$ cat src/rtl/dtom_regs.svh
// Constants for the dual-channel torque-off monitor
`ifndef DTOM_REGS_SVH
`define DTOM_REGS_SVH

// ==========================================================
// Clock and timing limits
`define DTOM_CLK_KHZ 100000
`define DTOM_BREAK_MS 1
`define DTOM_RESPONSE_TYP_MS 2
`define DTOM_RESPONSE_MAX_MS 30
`define DTOM_MISMATCH_MS 200
`define DTOM_REACTION_MS 10
`define DTOM_FAULT_IND_MS 500
`define DTOM_WARN_IND_MS 1000

// ==========================================================
// Counter width and reset values
`define DTOM_TMR_W 25
`define DTOM_CNT_ZERO 25'h0000000
`define DTOM_CNT_ONE 25'h0000001
`define DTOM_CHAN_RST 1'h0
`define DTOM_FLAG_RST 1'h0
`define DTOM_FLAG_SET 1'h1

`endif

$ cat src/rtl/dtom_pkg.sv
// Types for the dual-channel torque-off monitor
package dtom_pkg;

  // ==========================================================
  // Drive states, Gray coded around the usual cycle
  typedef enum logic [1:0] {
    DTOM_ST_READY = 2'h0,
    DTOM_ST_RUN = 2'h1,
    DTOM_ST_TORQUE_OFF = 2'h3,
    DTOM_ST_WAIT_RESET = 2'h2
  } dtom_state_t;

  // ==========================================================
  // Indication selection
  typedef enum logic [1:0] {
    DTOM_IND_NONE = 2'h0,
    DTOM_IND_EVENT = 2'h1,
    DTOM_IND_WARNING = 2'h2,
    DTOM_IND_FAULT = 2'h3
  } dtom_ind_sel_t;

  // ==========================================================
  // Per-module state records
  typedef struct packed {
    logic stage1;
    logic stage2;
  } dtom_sync_st_t;

  typedef struct packed {
    logic [24:0] cnt;
    logic expired;
  } dtom_tmr_st_t;

  typedef struct packed {
    dtom_state_t state;
    logic gateEnable;
    logic torqueOff;
    logic restartBlocked;
    logic startRefused;
    logic hwFault;
    logic chan1Loss;
    logic chan2Loss;
    logic eventInd;
    logic warningInd;
    logic faultInd;
    logic diagAvailable;
  } dtom_top_st_t;

endpackage

$ cat src/rtl/dtom_chan_sync.sv
// Two-stage synchroniser for one torque-removal input channel
`timescale 1ns/10ps
`default_nettype none
`include "dtom_regs.svh"

module dtom_chan_sync
  import dtom_pkg::*;
(
  input wire logic core_clk,
  input wire logic reset,
  input wire logic chanIn,
  output logic chanSync
);

  // ==========================================================
  // State
  dtom_sync_st_t st_r;
  dtom_sync_st_t st_nxt;

  // Stage 1 feeds only stage 2
  always_comb begin
    st_nxt = st_r;
    st_nxt.stage1 = chanIn;
    st_nxt.stage2 = st_r.stage1;
  end

  // Reset reads as de-energized, the safe side
  always_ff @(posedge core_clk or posedge reset) begin
    if (reset) begin
      st_r <= {`DTOM_CHAN_RST, `DTOM_CHAN_RST};
    end else begin
      st_r <= st_nxt;
    end
  end

  assign chanSync = st_r.stage2;

endmodule
`default_nettype wire

$ cat src/rtl/dtom_ms_timer.sv
// Cycle timer that flags when a condition has lasted more than LIMIT cycles
`timescale 1ns/10ps
`default_nettype none
`include "dtom_regs.svh"

module dtom_ms_timer
  import dtom_pkg::*;
#(
  parameter int unsigned LIMIT = 1
)
(
  input wire logic core_clk,
  input wire logic reset,
  input wire logic run,
  output logic expired
);

  // ==========================================================
  // State
  localparam logic [`DTOM_TMR_W-1:0] LIMIT_W = LIMIT[`DTOM_TMR_W-1:0];

  dtom_tmr_st_t st_r;
  dtom_tmr_st_t st_nxt;

  // Restarts from zero whenever the condition drops
  always_comb begin
    st_nxt = st_r;
    if (!run) begin
      st_nxt.cnt = `DTOM_CNT_ZERO;
      st_nxt.expired = `DTOM_FLAG_RST;
    end else if (st_r.cnt == LIMIT_W) begin
      st_nxt.expired = `DTOM_FLAG_SET;
    end else begin
      st_nxt.cnt = st_r.cnt + `DTOM_CNT_ONE;
    end
  end

  always_ff @(posedge core_clk or posedge reset) begin
    if (reset) begin
      st_r <= {`DTOM_CNT_ZERO, `DTOM_FLAG_RST};
    end else begin
      st_r <= st_nxt;
    end
  end

  assign expired = st_r.expired;

endmodule
`default_nettype wire

$ cat src/rtl/dtom_monitor.sv
// Dual-channel torque-off monitor: gate control, restart lock, cross-check, indications
//
// Contract
// [RL1] Both inputs de-energized removes power switch gate drive.
// [RL2] Torque removal raises the indication picked by the selection input.
// [RL3] Start requests refused while either input contact stays open.
// [RL4] After inputs close, a fault reset is needed before restart.
// [RL5] Torque removal overrides every other gate enable path.
// [RL6] Channels compared continuously; disagreement trips a hardware failure fault.
// [RL7] Single-channel use is treated exactly like a channel mismatch.
// [RL8] An input break of one millisecond is caught as a request.
// [RL9] Gate drive removed within 2 ms typical, 30 ms maximum.
// [RL10] Mismatch faults only after channels differ for over 200 ms.
// [RL11] Fault reaction completes within 10 ms of mismatch detection.
// [RL12] Fault indication issued under 500 ms after its cause.
// [RL13] Warning indication issued under 1000 ms after its cause.
// [RL14] No mismatch fault during power outage or auxiliary-module-only supply.
// [RL15] Controller should stop the drive before removing torque, if coasting matters.
// [RL16] First and second channel losses raise separate fault indications.
// [RL17] Inputs synchronised; timers count clock cycles scaled from milliseconds.
`timescale 1ns/10ps
`default_nettype none
`include "dtom_regs.svh"

module dtom_monitor
  import dtom_pkg::*;
#(
  parameter int unsigned MISMATCH_CYCLES = `DTOM_MISMATCH_MS * `DTOM_CLK_KHZ
)
(
  input wire logic core_clk,
  input wire logic reset,
  input wire logic torqueIn1,
  input wire logic torqueIn2,
  input wire logic startReq,
  input wire logic stopReq,
  input wire logic faultResetReq,
  input wire logic driveGateReq,
  input wire logic powerOutage,
  input wire logic auxPowerExtensionModule,
  input wire logic [1:0] indicationSel,
  output logic gateEnable,
  output logic torqueRemovalActive,
  output logic restartBlocked,
  output logic startRefused,
  output logic hwFailureFault,
  output logic chan1LossFault,
  output logic chan2LossFault,
  output logic eventIndication,
  output logic warningIndication,
  output logic faultIndication,
  output logic diagAvailable
);

  // ==========================================================
  // Timing figures, derived from the clock rate
  localparam int unsigned BREAK_CYCLES = `DTOM_BREAK_MS * `DTOM_CLK_KHZ;
  localparam int unsigned RESPONSE_MAX_CYCLES = `DTOM_RESPONSE_MAX_MS * `DTOM_CLK_KHZ;
  localparam int unsigned REACTION_CYCLES = `DTOM_REACTION_MS * `DTOM_CLK_KHZ;
  localparam int unsigned FAULT_IND_CYCLES = `DTOM_FAULT_IND_MS * `DTOM_CLK_KHZ;
  localparam int unsigned WARN_IND_CYCLES = `DTOM_WARN_IND_MS * `DTOM_CLK_KHZ;
  // Path latency is three cycles (two sync stages and one output flop), far below
  // the break, response, reaction and indication limits above.

  // ==========================================================
  // Input synchronisers, one per channel
  logic [1:0] chanRaw;
  logic [1:0] chanSync;

  assign chanRaw = {torqueIn2, torqueIn1};

  genvar gi;
  generate
    for (gi = 0; gi < 2; gi = gi + 1) begin : g_chan
      dtom_chan_sync u_sync (
        .core_clk(core_clk),
        .reset(reset),
        .chanIn(chanRaw[gi]),
        .chanSync(chanSync[gi])
      ); // see [RL17]
    end
  endgenerate

  // ==========================================================
  // Channel status
  logic chan1On;
  logic chan2On;
  logic bothOn;
  logic anyOff;
  logic mismatch;
  logic diagOk;
  logic mismatchExpired;

  assign chan1On = chanSync[0];
  assign chan2On = chanSync[1];
  assign bothOn = chan1On && chan2On;
  // Any open channel removes gate drive: one dead channel must never leave torque on
  assign anyOff = !chan1On || !chan2On; // see [RL1] see [RL8]
  assign mismatch = chan1On != chan2On; // see [RL6] see [RL7]
  assign diagOk = !powerOutage && !auxPowerExtensionModule; // see [RL14]

  // ==========================================================
  // Mismatch duration timer
  dtom_ms_timer #(
    .LIMIT(MISMATCH_CYCLES)
  ) u_mismatch_tmr (
    .core_clk(core_clk),
    .reset(reset),
    .run(mismatch && diagOk),
    .expired(mismatchExpired)
  ); // see [RL10] see [RL17]

  // ==========================================================
  // State
  dtom_top_st_t st_r;
  dtom_top_st_t st_nxt;

  logic faultActive;
  logic indicationDue;

  assign faultActive = st_r.hwFault || st_r.chan1Loss || st_r.chan2Loss;

  always_comb begin
    st_nxt = st_r;
    indicationDue = `DTOM_FLAG_RST;
    st_nxt.startRefused = `DTOM_FLAG_RST;
    st_nxt.eventInd = `DTOM_FLAG_RST;
    st_nxt.diagAvailable = diagOk;

    // ==========================================================
    // Cross-check trip; a new trip wins over a reset in the same cycle
    if (mismatchExpired) begin
      st_nxt.hwFault = `DTOM_FLAG_SET; // see [RL6] see [RL7] see [RL11]
      if (!chan1On) begin
        st_nxt.chan1Loss = `DTOM_FLAG_SET; // see [RL16]
      end
      if (!chan2On) begin
        st_nxt.chan2Loss = `DTOM_FLAG_SET; // see [RL16]
      end
    end

    // ==========================================================
    // Drive sequence
    case (st_r.state)
      DTOM_ST_READY: begin
        if (anyOff) begin
          st_nxt.state = DTOM_ST_TORQUE_OFF; // see [RL1]
          indicationDue = `DTOM_FLAG_SET;
          if (startReq) begin
            st_nxt.startRefused = `DTOM_FLAG_SET; // see [RL3]
          end
        end else if (startReq) begin
          if (faultActive || mismatchExpired) begin
            st_nxt.startRefused = `DTOM_FLAG_SET; // see [RL4]
          end else begin
            st_nxt.state = DTOM_ST_RUN;
          end
        end
      end
      DTOM_ST_RUN: begin
        if (anyOff) begin
          // Motor coasts; a controlled stop must come from the controller first
          st_nxt.state = DTOM_ST_TORQUE_OFF; // see [RL1] see [RL15]
          indicationDue = `DTOM_FLAG_SET;
        end else if (stopReq || mismatchExpired) begin
          st_nxt.state = DTOM_ST_READY;
        end
      end
      DTOM_ST_TORQUE_OFF: begin
        if (startReq) begin
          st_nxt.startRefused = `DTOM_FLAG_SET; // see [RL3]
        end
        if (bothOn) begin
          st_nxt.state = DTOM_ST_WAIT_RESET; // see [RL4]
        end
      end
      DTOM_ST_WAIT_RESET: begin
        // A start that lands with the fault reset is refused too; the reset must come first
        if (startReq) begin
          st_nxt.startRefused = `DTOM_FLAG_SET; // see [RL3] see [RL4]
        end
        if (anyOff) begin
          st_nxt.state = DTOM_ST_TORQUE_OFF; // see [RL1]
          indicationDue = `DTOM_FLAG_SET; // see [RL2]
        end else if (faultResetReq && !mismatchExpired) begin
          st_nxt.state = DTOM_ST_READY; // see [RL4]
          st_nxt.hwFault = `DTOM_FLAG_RST;
          st_nxt.chan1Loss = `DTOM_FLAG_RST;
          st_nxt.chan2Loss = `DTOM_FLAG_RST;
        end
      end
      default: begin
        st_nxt.state = DTOM_ST_TORQUE_OFF;
      end
    endcase

    // ==========================================================
    // Fault reset also clears a latched trip in any state but torque-off, once both inputs are on
    if (faultResetReq && bothOn && !mismatchExpired && st_r.state != DTOM_ST_TORQUE_OFF) begin
      st_nxt.hwFault = `DTOM_FLAG_RST;
      st_nxt.chan1Loss = `DTOM_FLAG_RST;
      st_nxt.chan2Loss = `DTOM_FLAG_RST;
    end

    // ==========================================================
    // Gate drive: only the run state with both channels on and no trip
    st_nxt.gateEnable = (st_nxt.state == DTOM_ST_RUN) && driveGateReq && bothOn
                        && !st_nxt.hwFault; // see [RL5] see [RL9] see [RL11]
    st_nxt.torqueOff = anyOff; // see [RL1]
    st_nxt.restartBlocked = anyOff || (st_nxt.state == DTOM_ST_WAIT_RESET)
                            || st_nxt.hwFault; // see [RL3] see [RL4]

    // ==========================================================
    // Indications per selection; levels hold while torque removal stays active
    if (indicationDue && indicationSel == DTOM_IND_EVENT) begin
      st_nxt.eventInd = `DTOM_FLAG_SET; // see [RL2]
    end
    st_nxt.warningInd = anyOff && (indicationSel == DTOM_IND_WARNING); // see [RL2] see [RL13]
    st_nxt.faultInd = (anyOff && (indicationSel == DTOM_IND_FAULT))
                      || st_nxt.hwFault; // see [RL2] see [RL12]
  end

  // ==========================================================
  // Registers; reset comes up with gates off and restart blocked
  always_ff @(posedge core_clk or posedge reset) begin
    if (reset) begin
      st_r.state <= DTOM_ST_TORQUE_OFF;
      st_r.gateEnable <= `DTOM_FLAG_RST;
      st_r.torqueOff <= `DTOM_FLAG_SET;
      st_r.restartBlocked <= `DTOM_FLAG_SET;
      st_r.startRefused <= `DTOM_FLAG_RST;
      st_r.hwFault <= `DTOM_FLAG_RST;
      st_r.chan1Loss <= `DTOM_FLAG_RST;
      st_r.chan2Loss <= `DTOM_FLAG_RST;
      st_r.eventInd <= `DTOM_FLAG_RST;
      st_r.warningInd <= `DTOM_FLAG_RST;
      st_r.faultInd <= `DTOM_FLAG_RST;
      st_r.diagAvailable <= `DTOM_FLAG_RST;
    end else begin
      st_r <= st_nxt;
    end
  end

  // ==========================================================
  // Outputs
  assign gateEnable = st_r.gateEnable;
  assign torqueRemovalActive = st_r.torqueOff;
  assign restartBlocked = st_r.restartBlocked;
  assign startRefused = st_r.startRefused;
  assign hwFailureFault = st_r.hwFault;
  assign chan1LossFault = st_r.chan1Loss;
  assign chan2LossFault = st_r.chan2Loss;
  assign eventIndication = st_r.eventInd;
  assign warningIndication = st_r.warningInd;
  assign faultIndication = st_r.faultInd;
  assign diagAvailable = st_r.diagAvailable;

endmodule
`default_nettype wire

$ cat config.mk
export PLATFORM = sky130hd
export DESIGN_NAME = dtom_monitor
export DESIGN_NICKNAME = d
export VERILOG_FILES = /design/src/rtl/dtom_pkg.sv /design/src/rtl/dtom_chan_sync.sv /design/src/rtl/dtom_ms_timer.sv /design/src/rtl/dtom_monitor.sv
export VERILOG_INCLUDE_DIRS = /design/src /design/src/rtl
export SDC_FILE = /design/constraint.sdc
export NUM_CORES = 1
export LEC_CHECK = 0
export BUFFER_PORTS_ARGS = -buffer_cell sky130_fd_sc_hd__buf_2
export CAP_MARGIN = 20
export CELL_PAD_IN_SITES_DETAIL_PLACEMENT = 1
export CELL_PAD_IN_SITES_GLOBAL_PLACEMENT = 1
export CORE_MARGIN = 5
export CORE_UTILIZATION = 30
export CTS_BUF_LIST = sky130_fd_sc_hd__clkbuf_4
export DETAILED_ROUTE_END_ITERATION = 8
export HOLD_SLACK_MARGIN = 0.1
export PLACE_DENSITY = 0.53
export RECOVER_POWER = 50
export SLEW_MARGIN = 20
export SYNTH_ARGS = -nofsm -noshare
export SYNTH_HDL_FRONTEND = slang
export SYNTH_HIERARCHICAL = 1
export SYNTH_SLANG_ARGS = --single-unit
export TNS_END_PERCENT = 30
$ cat constraint.sdc
create_clock -name core_clk -period 4.4 [get_ports core_clk]
set_input_delay 0.66 -clock core_clk [delete_from_list [all_inputs] [get_ports core_clk]]
set_output_delay 0.66 -clock core_clk [all_outputs]
set_load 0.01 [all_outputs]
==> results.yml, run 1 <==
outcome:
  status: "finished, final reports clean"
global_routing:
  gr-total-overflow: 0
  antenna_found_initial: 0
  grt_usage_pct: 11.8
  grt_max_degree: 27
  grt_pass1_wl_mm: 8.29
  first_global_vias: 1648
run:
  drv_cap: 0
finish:
  n_antenna_cell: 0
  fin_nets: 255
  utilization_pct: 34.9
  postLayoutCellArea_sq_mm: 0.00240
  syn2layout_area_growth_pct: 11.6
  final_layout_size_suffix_gt1_share_pct: 17.5
  layout_commonest_cell: "dfrtp_1"
  layout_common_cells: "dfrtp_1 (39), buf_2 (21), nor2_1 (19), a21oi_1 (17), nand2_1 (16)"
sta:
  finalWorstPathRequiredPeriod_ns: 2.09
  finalMaxSlewViolations: 0
  max_slew_margin_pct: 31.8
  fmax_ghz: 0.479
  hold_slack_ns: 0.168
  finClkSkew_ns: 0.0137
  period_share_pct: 47.5
  worstMarginPinSlew_ns: 1.02
  fin_setup_tns_ns: 0
  final_hold_viol_count: 0
  layout_setup_ws_ns: 2.31
  setup_viol: 0
  rsz0062_at_grt: "no"
worst_setup_path:
  cp-end-kind: "flip-flop"
  path_buf_inv: 0
  crit_chain: "nand4_1, nor4_1, and3_1, mux2i_1"
  cp_slowest_cell: "nor4_1"
  cp_slowest_stage_delay_ns: 0.83
  arrival_ns: 2.36
  required_ns: 4.67
  r2r_start: "u_mismatch_tmr/st_r[3]"
  path_class: "reg -> reg"
  r2r_slack_ns: 2.31
  r2r-end: "u_mismatch_tmr/st_r[24]"
  crit_fanout: 8
  start_kind: "flip-flop"
  path_delay_family: "simple AND/OR/NAND/NOR gates"
  reg2reg_depth: 4
clock_tree:
  postCtsSetupBuffers: 0
  numCtsBuffers: 5
  cts_tree: "yes"
  ctsHtreeMaxLevel: 2
  root_buffer: "clkbuf_4"
  clk_latency_ns: 0.35
  clk_pin_slew_ns: 0.13
  cts_buffer_depth: 2
  cts_hold_buf: 0
  cts_sinks: 43
  cts_resized: 0
yosys:
  ys_async_sr_fraction_pct: 100
  ys_seq_elements: 43
  netlist_area_sq_mm: 0.00215
  syn-instance-count: 217
  syn_area_per_cell_sq_um: 9.91
  yosysTopAreaCellShare_pct: 45.4
  synth_edf_count: 0
  synth_compound_area_share_pct: 8.61
  ys_types: 43
  ys_seq_area_share_pct: 50.3
  synth_simple_gate_area_share_pct: 27.6
  synth_xor_area_share_pct: 4.48
  synth_area_leaders: "dfrtp_1 (45%), dfstp_2 (4.9%), a21oi_1 (4.0%), nor2_1 (3.3%), nand4_1 (2.9%)"
  yosys.area.top_type: "dfrtp_1"
  ys_warn_count: 6
  synth_adder_area_share_pct: 2.33
  synth_top_family_by_area: "simple AND/OR/NAND/NOR gates"
  syn_nets: 233
  muxShareOfSynthArea_pct: 2.33
  synth_ff_type: "dfrtp_1"
die:
  die_h_um: 94.6
  die_area_sq_mm: 0.00896
  core_sq_mm: 0.00687
  fp-row-count: 30
  ios: 23
  dieWidth_um: 94.6
  initial_core_util_pct: 31.3
place:
  dpl-instance-area_sq_mm: 0.00234
  portBuffers: 22
  gp_congestion: 0.697
  hpwl_mm: 3.65
  pre_cts_ws_ns: 2.30
drt:
  drt-vias-per-instance: 4.79
  drt-total-wl_mm: 4.93
  routed-via-count: 1610
  antenna_left: 0
  drc: 0
  drt_pre_antenna_iters: 4
  wire_per_inst_um: 14.7
  drtIter0Drc: 60
power_and_ir_drop:
  ir_worst_vdd_uv: 111
  p_leak_nw: 1.02
  powerDensity_mw_per_mm2: 279
min_path:
  hp-class: "in -> async"
[where the power goes]
group          internal [mW]  switching, mW  leakage [nW]
registers              0.407        0.00907         0.572
clock network         0.0680          0.127        0.0317
logic                 0.0231         0.0358         0.413
total                  0.498          0.172          1.02
[routing by layer]
metal  routed length (um)  track usage (%)  up-vias  part of all wire [%]
met1                 2510             16.9      779                    51
met3                  187             2.79        5                   3.8
li1                     -                -      804                     -
met4                   45             3.25        0                  0.91
met2                 2190             17.7       22                    44
met5                    0                0        -                     0
[cell type report]
cell class	count	area [sq um]
Clock buffer	6	45.0
Multi-Input combinational cell	152	975
Timing Repair Buffer	22	109
Inverter	15	56.3
Tap cell	96	120
Fill cell	798	4470
Sequential cell	43	1080
Clock inverter	2	12.5
[synthesized netlist by cell type (6+ instances only)]
cell,count
nand4_1,10
dfrtp_1,39
a21oi_1,17
or3_1,6
nor2_1,19
nand2_1,16
xor2_1,6
inv_1,15
o21ai_0,8
nor3_1,6
nand3_1,6
nand2b_1,7
nor4_1,6
[registers in the layout, summed over array words and instances, names as in the netlist]
signal / cells
g_chan.u_sync/st_nxt: 2
g_chan.u_sync/chanSync: 2
torqueRemovalActive: 1
chan2LossFault: 1
u_mismatch_tmr/expired: 1
chan1LossFault: 1
hwFailureFault: 1
u_mismatch_tmr/st_r: 25
restartBlocked: 1
st_r: 2
diagAvailable: 1
gateEnable: 1
faultIndication: 1
eventIndication: 1
warningIndication: 1
startRefused: 1
[metrics by stage]
| stage | instances | total power, mW |
|---|---|---|
| after global placement | 328 | 0.484 |
| final | 336 | 0.670 |
| after floorplan | 217 | 0.462 |
| after global routing | 336 | 0.719 |
| after detailed placement | 328 | 0.485 |
| after CTS | 336 | 0.693 |
[worst max-delay path by stage]
stage	start	end	slack (ns)	depth (start not counted)
2_1_floorplan	u_mismatch_tmr/st_r[1]	u_mismatch_tmr/st_r[21]	2.52	6
3_3_place_gp	auxPowerExtensionModule	u_mismatch_tmr/st_r[3]	2.34	5
3_5_place_dp	auxPowerExtensionModule	u_mismatch_tmr/st_r[1]	2.30	5
4_1_cts	u_mismatch_tmr/st_r[2]	u_mismatch_tmr/st_r[21]	2.30	5
5_1_grt	u_mismatch_tmr/st_r[2]	u_mismatch_tmr/st_r[25]	2.19	5
6_report	u_mismatch_tmr/st_r[3]	u_mismatch_tmr/st_r[24]	2.31	4
[cells by family after synthesis]
family,count (synthesis)
AOI/OAI and AO/OA,32
xor gates and xnor gates,11
adders and majority gates,4
buffers and inverters,22
DFF,43
muxes,5
and+or+nand+nor,100
(Power assumes the default switching activity.)
==> run 2, diff against run 1 <==
- PLACE_DENSITY: 0.53 -> 0.55
- clock period: 4.4 -> 1.76 ns (I/O delays scaled with it)
==> run 2 against run 1 <==
  * The run now ends with setup timing left
  * Clock-buffer cell count did not move
  * Sequential power rose to 2.5 times the previous value
  * Largest power group unchanged
  * Critical endpoint is now u_mismatch_tmr/st_r[21]
  * Via count rose by 9.8%
  * Sequential cell count did not move
  * Global-route usage rose by 1.1 points
  * Critical path type unchanged
  * Non-clock buffer count rose by 32
  * Wire length rose by 8.8%
  * Clock skew fell by 0.0025 ns
  * Register-to-register slack got worse by 2.4 ns
  * Worst setup slack got worse by 2.4 ns
  * First-iteration DRC count fell by 12%
==> results.yml, run 2 (synthesized netlist as in run 1, its figures left out) <==
outcome:
  status: "finished with violations"
  violations: "setup timing"
sta:
  layout_setup_ws_ns: -0.0556
  finalMaxSlewViolations: 0
  fmax_ghz: 0.551
  finalWorstPathRequiredPeriod_ns: 1.82
  finClkSkew_ns: 0.0111
  worstMarginPinSlew_ns: 0.701
  period_share_pct: 103
  final_hold_viol_count: 0
  max_slew_margin_pct: 53.3
  rsz0062_at_grt: "yes"
  setup_viol: 4
global_routing:
  antenna_found_initial: 0
  grt_max_degree: 27
  grt_usage_pct: 12.9
  first_global_vias: 1862
  grt_pass1_wl_mm: 9.07
  gr-total-overflow: 0
drt:
  drt_pre_antenna_iters: 4
  drt-total-wl_mm: 5.37
  antenna_left: 0
  drc: 0
  drt-vias-per-instance: 4.80
  wire_per_inst_um: 14.6
  routed-via-count: 1768
  drtIter0Drc: 53
place:
  hpwl_mm: 3.93
  gp_congestion: 0.755
  portBuffers: 22
  pre_cts_ws_ns: -0.00559
worst_setup_path:
  start_kind: "flip-flop"
  reg2reg_depth: 5
  r2r_slack_ns: -0.06
  crit_fanout: 9
  required_ns: 2.04
  path_buf_inv: 0
  path_class: "reg -> reg"
  crit_chain: "ha_2, nand4_1, or4_4, or3_1, a21oi_1"
  cp_slowest_stage_delay_ns: 0.50
  cp_slowest_cell: "or4_4"
  r2r-end: "u_mismatch_tmr/st_r[21]"
  arrival_ns: 2.09
  r2r_start: "u_mismatch_tmr/st_r[2]"
  cp-end-kind: "flip-flop"
  path_delay_family: "simple AND/OR/NAND/NOR gates"
clock_tree:
  ctsHtreeMaxLevel: 2
  clk_pin_slew_ns: 0.13
  cts_buffer_depth: 2
  numCtsBuffers: 5
  root_buffer: "clkbuf_4"
  cts_sinks: 43
  clk_latency_ns: 0.35
  cts_tree: "yes"
min_path:
  min_to: "startRefused"
  min_path_cells: 2
  min_from: "startReq"
  hp-class: "in -> reg"
power_and_ir_drop:
  powerDensity_mw_per_mm2: 732
  p_leak_nw: 1.20
  ir_worst_vdd_uv: 299
finish:
  n_antenna_cell: 0
  max_flop_register: "u_mismatch_tmr/st_r"
  final_layout_size_suffix_gt1_share_pct: 25.7
  utilization_pct: 39.7
  fin_nets: 287
  syn2layout_area_growth_pct: 26.8
  layout_commonest_cell: "dfrtp_1"
  largest_reg_flops: 25
  num-fill-cells: 810
  layout_common_cells: "dfrtp_1 (39), buf_4 (24), buf_2 (21), nor2_1 (19), a21oi_1 (17)"
die:
  die_h_um: 94.6
  ios: 23
  fp-row-count: 30
  die_area_sq_mm: 0.00896
  core_sq_mm: 0.00687
  dieWidth_um: 94.6
  initial_core_util_pct: 31.3
run:
  drv_cap: 0
## run 2: cell types whose count changed in the layout (fill, tap and decap cells not counted), sizes merged
cell	delta
clkinvlp	-1
buf	+24
clkinv	-1
clkbuf	+1
bufinv	+2
dlygate4sd3	+7
## run 2: power by group
| group | switching, mW | internal [mW] |
|---|---|---|
| combinational | 0.0940 | 0.0772 |
| sequential | 0.0211 | 1.02 |
| clock | 0.326 | 0.459 |
## run 2: final cells by class
type | count | area (sq um) | share of cell area [%]
Sequential cell | 43 | 1080 | 39.7
Multi-Input combinational cell | 152 | 998 | 36.6
Timing Repair Buffer | 54 | 364 | 13.4
Tap cell | 96 | 120 | 4.41
Clock inverter | 2 | 60.1 | 2.20
Inverter | 15 | 56.3 | 2.07
Clock buffer | 6 | 45.0 | 1.65
## run 2: per-layer routing
layer  track usage, %  part of all wire (%)  vias up  wire length [um]
met5                0                     0        -                 0
met4             3.25                   1.1        0                58
met3             2.95                   2.9        5               153
met2             21.8                    48       23              2580
met1             16.5                    48      874              2570
li1                 -                     -      866                 -
## run 2: how the worst max path moves through the flow
stage | to | startpoint | depth (start not counted)
2_1_floorplan | u_mismatch_tmr/st_r[21] | u_mismatch_tmr/st_r[1] | 6
3_3_place_gp | u_mismatch_tmr/st_r[21] | u_mismatch_tmr/st_r[1] | 5
3_5_place_dp | u_mismatch_tmr/st_r[25] | u_mismatch_tmr/st_r[2] | 5
4_1_cts | u_mismatch_tmr/st_r[21] | u_mismatch_tmr/st_r[2] | 5
5_1_grt | u_mismatch_tmr/st_r[23] | u_mismatch_tmr/st_r[2] | 5
6_report | u_mismatch_tmr/st_r[21] | u_mismatch_tmr/st_r[2] | 5
## run 2: through the flow
step / total power [mW] / setup TNS, ns / instance area (sq um) / instances / hold WS [ns]
floorplan: 1.15 / -0.369 / 2150 / 217 / 0.00518
global placement: 1.22 / 0 / 2520 / 352 / 0.146
detailed placement: 1.22 / -0.00717 / 2520 / 352 / 0.146
CTS: 2.04 / -0.241 / 2700 / 367 / 0.107
global route: 2.10 / -0.844 / 2730 / 368 / 0.100
finish: 1.99 / -0.161 / 2730 / 368 / 0.125
## run 2: what timing repair did
action | CTS | global route
hold buffers | 7 | 0
pin swaps | 0 | 1
endpoints found under the hold margin | 44 | 0
resized for setup | 0 | 5
endpoints found under the setup margin | 5 | 11
setup buffers | 0 | 1
